===== config.mk =====
export PLATFORM = sky130hd
export DESIGN_NAME = bridge_short_fault_monitor
export DESIGN_NICKNAME = d
export VERILOG_FILES = /design/src/verilog/bridge_short_fault_monitor.v
export VERILOG_INCLUDE_DIRS = /design/src /design/src/verilog
export SDC_FILE = /design/constraint.sdc
export NUM_CORES = 1
export LEC_CHECK = 0
export ABC_AREA = 1
export BUFFER_PORTS_ARGS = -buffer_cell sky130_fd_sc_hd__buf_2
export CAP_MARGIN = 20
export CORE_MARGIN = 2
export CORE_UTILIZATION = 59
export CTS_CLUSTER_SIZE = 16
export DETAILED_ROUTE_END_ITERATION = 7
export PLACE_DENSITY_LB_ADDON = 0.05
export SETUP_SLACK_MARGIN = 0.2
export SKIP_CTS_REPAIR_TIMING = 1
export SYNTH_ARGS = -nofsm -noshare
export SYNTH_HDL_FRONTEND = slang
export SYNTH_HIERARCHICAL = 1
export SYNTH_SLANG_ARGS = --single-unit

===== constraint.sdc =====
create_clock -name clk -period 3.1 [get_ports clk]
set_clock_uncertainty 0.2 [all_clocks]
set_input_delay 0.62 -clock clk [delete_from_list [all_inputs] [get_ports clk]]
set_output_delay 0.62 -clock clk [all_outputs]
set_load 0.1 [all_outputs]

===== src/verilog/short_fault_consts.vh =====
// Constants for the bridge short fault monitor
`ifndef SHORT_FAULT_CONSTS_VH
`define SHORT_FAULT_CONSTS_VH
`define LOG_WIDTH        10
`define LOG_CNT_W        4
`define LOG_LAST_IDX     4'd9
`define LOG_DONE_IDX     4'd10
`define BIT_HIGH_A       0
`define BIT_LOW_A        3
`define BIT_REG_UV       6
`define BIT_BOOT_A       7
`define BLANK_TIME_NS    2000
`define CLK_PERIOD_NS    8
`define BLANK_CYCLES     ((`BLANK_TIME_NS + `CLK_PERIOD_NS - 1) / `CLK_PERIOD_NS)
`define BLANK_CNT_W      9
`define FIFO_WIDTH       1
`define FIFO_DEPTH       32
`define FIFO_AW          5
`endif


===== src/verilog/bridge_short_fault_monitor.v =====
// Bridge short fault monitor with serial fault log readout
`timescale 1ns/1ps
`default_nettype none
`include "short_fault_consts.vh"

module bridge_short_fault_monitor (
  input  wire       clk,
  input  wire       rst_n,
  input  wire [5:0] fet_on_cmd,
  input  wire [5:0] ds_cmp_excess,
  input  wire       stop_on_fault_select,
  input  wire       reg_uv,
  input  wire       logic_uv,
  input  wire [2:0] boot_uv,
  input  wire       over_temp,
  input  wire       fault_flag_one_in,
  input  wire       fault_flag_two_in,
  output reg        fault_flag_one_out,
  output reg        fault_flag_one_oe,
  output reg        fault_flag_two_out,
  output reg        fault_flag_two_oe,
  output reg        gate_disable,
  output reg  [9:0] fault_log
);

  // ----------------------------------------------------------------
  // Input synchronisers
  // ----------------------------------------------------------------
  reg  [5:0] on_s1_q, on_s2_q, cmp_s1_q, cmp_s2_q;
  reg  [6:0] st_s1_q, st_s2_q;
  reg        ff2_s1_q, ff2_s2_q, ff2_s3_q;
  wire       sof_s, reg_uv_s, logic_uv_s, ot_s;
  wire [2:0] boot_s;

  always @(posedge clk or negedge rst_n) begin
    if (!rst_n) begin
      on_s1_q  <= 6'h00;
      on_s2_q  <= 6'h00;
      cmp_s1_q <= 6'h00;
      cmp_s2_q <= 6'h00;
      st_s1_q  <= 7'h00;
      st_s2_q  <= 7'h00;
      ff2_s1_q <= 1'b0;
      ff2_s2_q <= 1'b0;
      ff2_s3_q <= 1'b0;
    end else begin
      on_s1_q  <= fet_on_cmd;
      on_s2_q  <= on_s1_q;
      cmp_s1_q <= ds_cmp_excess;
      cmp_s2_q <= cmp_s1_q;
      st_s1_q  <= {stop_on_fault_select, reg_uv, logic_uv, boot_uv, over_temp};
      st_s2_q  <= st_s1_q;
      ff2_s1_q <= fault_flag_two_in;
      ff2_s2_q <= ff2_s1_q;
      ff2_s3_q <= ff2_s2_q;
    end
  end

  assign sof_s      = st_s2_q[6];
  assign reg_uv_s   = st_s2_q[5];
  assign logic_uv_s = st_s2_q[4];
  assign boot_s     = st_s2_q[3:1];
  assign ot_s       = st_s2_q[0];

  // ----------------------------------------------------------------
  // Blanking per FET
  // ----------------------------------------------------------------
  wire [5:0] blank_done;
  wire [5:0] short_det;

  genvar g;
  generate
    for (g = 0; g < 6; g = g + 1) begin : g_blank
      fet_blank_timer u_blank (
        .clk    (clk),
        .rst_n  (rst_n),
        .fet_on (on_s2_q[g]),
        .done   (blank_done[g])
      );
    end
  endgenerate

  // Bits 0..2 high side (short to ground), 3..5 low side (short to supply)
  assign short_det = cmp_s2_q & on_s2_q & blank_done;

  // ----------------------------------------------------------------
  // Readout sequencer and fault log
  // ----------------------------------------------------------------
  reg  [9:0] log_q;
  reg  [3:0] idx_q;
  reg        rd_q;
  reg        short_lat_q;
  reg        boot_lat_q;
  reg        clear_q;
  wire       ff2_fall, ff2_rise, fault_rel, ff2_released;
  wire       short_flag, uv_flag;

  assign ff2_fall  = ff2_s3_q & ~ff2_s2_q;
  assign ff2_rise  = ~ff2_s3_q & ff2_s2_q;
  assign short_flag = short_lat_q | (|short_det);
  assign uv_flag    = reg_uv_s | logic_uv_s | boot_lat_q;
  assign ff2_released = (short_flag | uv_flag) & ~clear_q;
  assign fault_rel  = ff2_released;

  always @(posedge clk or negedge rst_n) begin
    if (!rst_n) begin
      log_q       <= 10'h000;
      idx_q       <= 4'h0;
      rd_q        <= 1'b0;
      short_lat_q <= 1'b0;
      boot_lat_q  <= 1'b0;
      clear_q     <= 1'b0;
    end else if (logic_uv_s) begin
      log_q       <= 10'h000;
      idx_q       <= 4'h0;
      rd_q        <= 1'b0;
      short_lat_q <= 1'b0;
      boot_lat_q  <= 1'b0;
      clear_q     <= 1'b0;
    end else begin
      clear_q <= 1'b0;
      if (rd_q && ff2_fall && idx_q == `LOG_LAST_IDX) begin
        // New events in the clearing cycle win over the clear
        log_q       <= {boot_s, reg_uv_s, short_det};
        short_lat_q <= sof_s & (|short_det);
        boot_lat_q  <= |boot_s;
        idx_q       <= 4'h0;
        rd_q        <= 1'b0;
        clear_q     <= 1'b1;
      end else begin
        log_q <= log_q | {boot_s, reg_uv_s, short_det};
        if (sof_s && (|short_det))
          short_lat_q <= 1'b1;
        if (|boot_s)
          boot_lat_q <= 1'b1;
        if (!rd_q && fault_rel && ff2_fall) begin
          rd_q  <= 1'b1;
          idx_q <= 4'h0;
        end else if (rd_q && ff2_fall) begin
          idx_q <= idx_q + 4'h1;
        end
      end
    end
  end

  // ----------------------------------------------------------------
  // Flag pin drive and outputs
  // ----------------------------------------------------------------
  reg  flag1_d, flag2_d;
  wire cur_bit;

  assign cur_bit = log_q[idx_q];

  always @* begin
    flag1_d = uv_flag | ot_s;
    flag2_d = ff2_released;
    if (rd_q)
      flag1_d = cur_bit;
    if (clear_q) begin
      flag1_d = 1'b0;
      flag2_d = 1'b0;
    end
  end

  always @(posedge clk or negedge rst_n) begin
    if (!rst_n) begin
      fault_flag_one_out <= 1'b0;
      fault_flag_one_oe  <= 1'b1;
      fault_flag_two_out <= 1'b0;
      fault_flag_two_oe  <= 1'b1;
      gate_disable       <= 1'b0;
      fault_log          <= 10'h000;
    end else begin
      fault_flag_one_out <= 1'b0;
      fault_flag_one_oe  <= ~flag1_d;
      fault_flag_two_out <= 1'b0;
      fault_flag_two_oe  <= ~(flag2_d | rd_q);
      gate_disable       <= short_lat_q | uv_flag | (sof_s & ot_s);
      fault_log          <= log_q;
    end
  end

  // Readback of pin level kept for completeness of the open-drain pin
  wire unused_ff1 = fault_flag_one_in | ff2_rise;

endmodule // bridge_short_fault_monitor

module fet_blank_timer (
  input  wire clk,
  input  wire rst_n,
  input  wire fet_on,
  output wire done
);
  reg [`BLANK_CNT_W-1:0] cnt_q;

  always @(posedge clk or negedge rst_n) begin
    if (!rst_n)
      cnt_q <= {`BLANK_CNT_W{1'b0}};
    else if (!fet_on)
      cnt_q <= {`BLANK_CNT_W{1'b0}};
    else if (cnt_q != `BLANK_CYCLES)
      cnt_q <= cnt_q + 1'b1;
  end

  assign done = (cnt_q == `BLANK_CYCLES);
endmodule // fet_blank_timer

`default_nettype wire


## Word level (Yosys, flattened, before mapping)

Index checks and enable logic that the tools add are counted.

| storage, ports and cells | value |
|---|---|
| bits in registers | 126 |
| input bits | 23 |
| logic and storage cells | 117 |
| output and inout port bits | 15 |

| cells by class | value |
|---|---|
| order comparisons | 1 |
| mux-type cells | 34 |
| reduce and logical (&&, ||, !) cells | 12 |
| equality and inequality tests | 19 |
| bitwise gates (word level) | 19 |
| add/sub/neg operators | 7 |

Operator list:

| kind | number |
|---|---|
| 2-to-1 mux 9 bit | 12 |
| adder 9 x 1 -> 9 bit (second input constant) | 6 |
| equality test 9 x 8 -> 1 bit (second input constant) | 6 |
| != test 9 x 8 -> 1 bit (second input constant) | 6 |
| 2-to-1 mux 10 bit | 2 |
| 2-to-1 mux 4 bit | 4 |
| 2-to-1 mux 1 bit | 15 |
| bitwise AND 6 bit | 2 |
| != test 2 x 1 -> 1 bit (second input constant) | 6 |
| bitwise OR 10 bit | 1 |
| nonzero test 3 bit | 3 |
| bitwise OR 1 bit | 8 |
| OR reduction 6 bit | 1 |
| logical AND 1 bit | 5 |
| less-than comparator 4 x 5 -> 1 bit (second input constant) | 1 |
| adder 4 x 1 -> 4 bit (second input constant) | 1 |
| bitwise AND 1 bit | 4 |
| binary-select mux 1 bit (select 4 bit) | 1 |
| equality test 4 bit (second input constant) | 1 |
| inverter 1 bit | 4 |
| nonzero test 4 bit | 1 |
| OR reduction 3 bit | 1 |
| logical NOT 1 bit | 1 |

## Logic depth before layout (Yosys ltp)

| depth | value |
|---|---|
| word-level depth | 11 |
| depth in mapped cells | 13 |
| depth with buffers taken out | 13 |

## By module

Netlist, hierarchy kept.

By module, submodules not included:

| module | area each (um2) | cells an instance | sequential area each (um2) | times used |
|---|---|---|---|---|
| fet_blank_timer (g_blank[1].u_blank ...) | 541.8 | 71 | 225.2 | 5 |
| bridge_short_fault_monitor | 2382.3 | 181 | 1804.2 | 1 |
| fet_blank_timer (g_blank[0].u_blank) | 524.3 | 72 | 225.2 | 1 |

## Worst setup path after synthesis

No wires, ideal clock.

| path | value |
|---|---|
| path type | register to output |
| start point | register fault_log[0] |
| end point | output fault_log[0] |
| arrival time | 883 ps |
| path slack | 1397 ps |
| data required time | 2280 ps |
| cell stages (with the launch flop) | 1 |
| buffers on the path | 0 |
| path through | dfrtp_1 |

RTL lines:

| item | RTL line | text |
|---|---|---|
| start: declaration | bridge_short_fault_monitor.v:23 | `output reg [9:0] fault_log` |
| start signal: assignment | bridge_short_fault_monitor.v:179 | `fault_log <= log_q;` |

No word-level cell between the ends.

## Worst setup path in the final report

| path | value |
|---|---|
| start point | register fault_flag_one_oe |
| end point | output fault_flag_one_oe |

RTL lines:

| item | RTL line | text |
|---|---|---|
| start: declaration | bridge_short_fault_monitor.v:19 | `output reg fault_flag_one_oe,` |
| start signal: assignment | bridge_short_fault_monitor.v:175 | `fault_flag_one_oe <= ~flag1_d;` |

No word-level cell between the ends.

==> results.txt <==
CTS root buf -> clkbuf_8
WP buf/inv -> 1
period utilization -> 0.735
Final Hold Fails -> 0
Synth Instances -> 608
yosys warns -> 6
vias in the first global route -> 3883
Slowest cell on crit path -> dfstp_2
sequential power share -> 0.437
worst skew pair latency -> 0.52 ns
TritonCTS clock tree -> yes
Post-DRT Antenna Nets -> 0
Max-slew headroom -> 0.543
Sw Ratio -> 0.248
H-tree depth -> 4
Std-Cell Rows -> 35
final net count -> 712
Ports -> 38
max incr delay on CP -> 0.53 ns
CP Capture Type -> output pin
GRT overflow -> 0
chip width -> 102 µm
TritonCTS Buffers -> 17
Logic pwr share -> 0.060
Final Slew Violations -> 0
P_int -> 3.04 mW
run status -> finished clean
full die area -> 10300 µm²
final WL -> 10.1 mm
Antenna Cells -> 0
Remaining DRCs -> 0
worst hold path type -> register to register
leakage -> 3.23 nW
Final setup viols -> 0
Max Clk Rate -> 439 MHz
P per Cell Area -> 597 nW/µm²
Max clock buf depth -> 2
Max Cap Viol -> 0
minimum clock period -> 2.28 ns
Mapped Area -> 5620 µm²
Final GP Congestion -> 0.810
Clock Power Share -> 0.503
Placed Instances -> 764
HPWL Detailed -> 6.75 mm
RSZ-0062 raised after global routing -> no
non-filler instance count after layout -> 817
Net Sw Power -> 1.00 mW
layout cells sized above 1 -> 0.185
via count -> 4065
final worst hold slack -> 0.143 ns
largest net degree at the start of global routing -> 54
starting density of the core -> 0.608
WL/cell -> 12.4 µm
DR vias/cell -> 4.98
Die Y -> 102 µm
filler cell count -> 644
Slew @ Worst Pin -> 0.686 ns
first-pass GRT wire length -> 17.3 mm
core area -> 9240 µm²
design area -> 6770 µm²
GRT Overall Usage -> 0.216
setup_tns -> 0 ns
Placed Area -> 5940 µm²
WS Path Type -> register to output pin
Area Overhead vs Synth -> 20.5%
DRT Pass-1 Iters -> 4
Synth Register Bits -> 126
CP max FO -> 1
CTS clk-pin slew, worst paths -> 0.06 ns
initial drt markers -> 144
# port buffers -> 34
syn avg cell area -> 9.24 µm²
dpl ws -> 1.11 ns
initial antenna violation count -> 0
Worst Path Required -> 2.28 ns
Largest delay share family, worst path -> flip-flops
crit-path cells -> buf_2
clk sinks -> 126
final worst-path setup slack -> 0.823 ns
Critical Path AT -> 1.46 ns
Critical Path Source Type -> register
VDD IR max -> 0.563 mV
Seq/Total Area, Yosys -> 0.562
post-synth cell types -> 31
layer usage:
layer / part of all wire / up-vias / global-route usage
li1: - / 2072 / -
met1: 0.46 / 1924 / 0.282
met2: 0.50 / 61 / 0.350
met3: 0.030 / 8 / 0.0580
met4: 0.0096 / 0 / 0.0811
met5: 0 / - / 0
final cells by class:
class                   instances  area [µm²]  area share
flip-flops and latches        126        3160       0.466
multi-input cells             400        2130       0.315
repair buffers                 57         423      0.0625
clock buffers                  17         414      0.0612
inverters                      73         277      0.0409
clock inverters                15         201      0.0298
well taps                     129         161      0.0239
cells by family (layout without fill, tap and decap cells):
family                     Yosys count  after routing  share of synthesized area
and+or+nand+nor                    325            325                      0.285
DFF                                126            126                      0.562
buffers and inverters               83            162                     0.0588
AOI/OAI and AO/OA                   50             50                     0.0484
adders and majority gates           14             14                     0.0312
xor gates and xnor gates             9              9                     0.0140
other                                1              2                   0.000668
layout by cell type, fill, tap and decap left out, drive strengths merged, types with 3 or more instances in the layout:
cell type    Yosys  final
nor2            91     91
clkbuf           6     17
o22ai            5      5
o211ai           3      3
dfrtp          124    124
inv             73     80
nand3           53     53
nor4             5      5
xor2             9      9
nand2          155    155
clkinv           0      4
o21ai           18     18
buf              4     36
dlygate4sd3      0     21
nand4           14     14
bufinv           0      3
nor3             7      7
ha              14     14
a21oi           21     21
Yosys cell counts:
library cell,count,area share
xor2_1,9,0.014
nor2_1,65,0.043
o211ai_1,3,0.0040
o21ai_1,6,0.0053
conb_1,1,0.00067
clkbuf_1,1,0.00067
nor2_2,8,0.0089
nand2_1,137,0.092
nor2_4,18,0.036
inv_4,1,0.0011
nand3_1,43,0.038
inv_2,2,0.0013
inv_1,70,0.047
a21boi_0,1,0.0013
nor3_1,7,0.0062
nand3_2,9,0.016
clkbuf_2,5,0.0045
dfrtp_1,124,0.55
nand2_2,18,0.020
ha_1,14,0.031
o22ai_1,5,0.0056
dfstp_2,2,0.0094
nand3_4,1,0.0031
o21ai_0,12,0.011
o21a_1,1,0.0013
nand4_1,14,0.016
buf_2,2,0.0018
a21oi_1,21,0.019
nor4_1,5,0.0056
buf_4,2,0.0027
o31ai_1,1,0.0013
registers in the layout, indices dropped and copies added (netlist names):
register	cells
gate_disable	1
st_s1_q	7
on_s1_q	6
cmp_s1_q	6
idx_q	4
fault_flag_two_oe	1
ff2_s1_q	1
on_s2_q	6
fault_flag_one_oe	1
log_q	10
ff2_s2_q	1
fault_log	10
rd_q	1
ff2_s3_q	1
clear_q	1
cmp_s2_q	6
st_s2_q	7
boot_lat_q	1
short_lat_q	1
g_blank.u_blank/cnt_q	54
path summary, 6_finish.rpt:
kind	depth (start not counted)	from	end	slack, ns
max in group asynchronous	3	rst_n	fault_flag_one_oe	1.52
worst min-delay path	0	cmp_s1_q[3]	cmp_s2_q[3]	0.14
worst max-delay path	1	fault_flag_one_oe	fault_flag_one_oe	0.82
min in group asynchronous	2	rst_n	g_blank[0].u_blank/cnt_q[2]	0.49
worst max register to register	13	g_blank[0].u_blank/cnt_q[0]	idx_q[1]	1.09
worst min register to register	0	cmp_s1_q[3]	cmp_s2_q[3]	0.14
through the flow:
step	total power [mW]	utilization
final	4.04	0.732
after global routing	4.19	0.732
after CTS	4.06	0.709
after detailed placement	2.02	0.643
after global placement	2.01	0.643
after floorplan	1.93	-
power groups by stage:
stage	Combinational (mW)	Sequential [mW]	Clock, mW
2_1_floorplan	0.115	1.82	0
3_3_place_gp	0.220	1.79	0
3_5_place_dp	0.224	1.79	0
4_1_cts	0.226	1.76	2.07
5_1_grt	0.276	1.77	2.15
6_report	0.243	1.76	2.03
No activity file was read; power rests on OpenSTA's default activity.
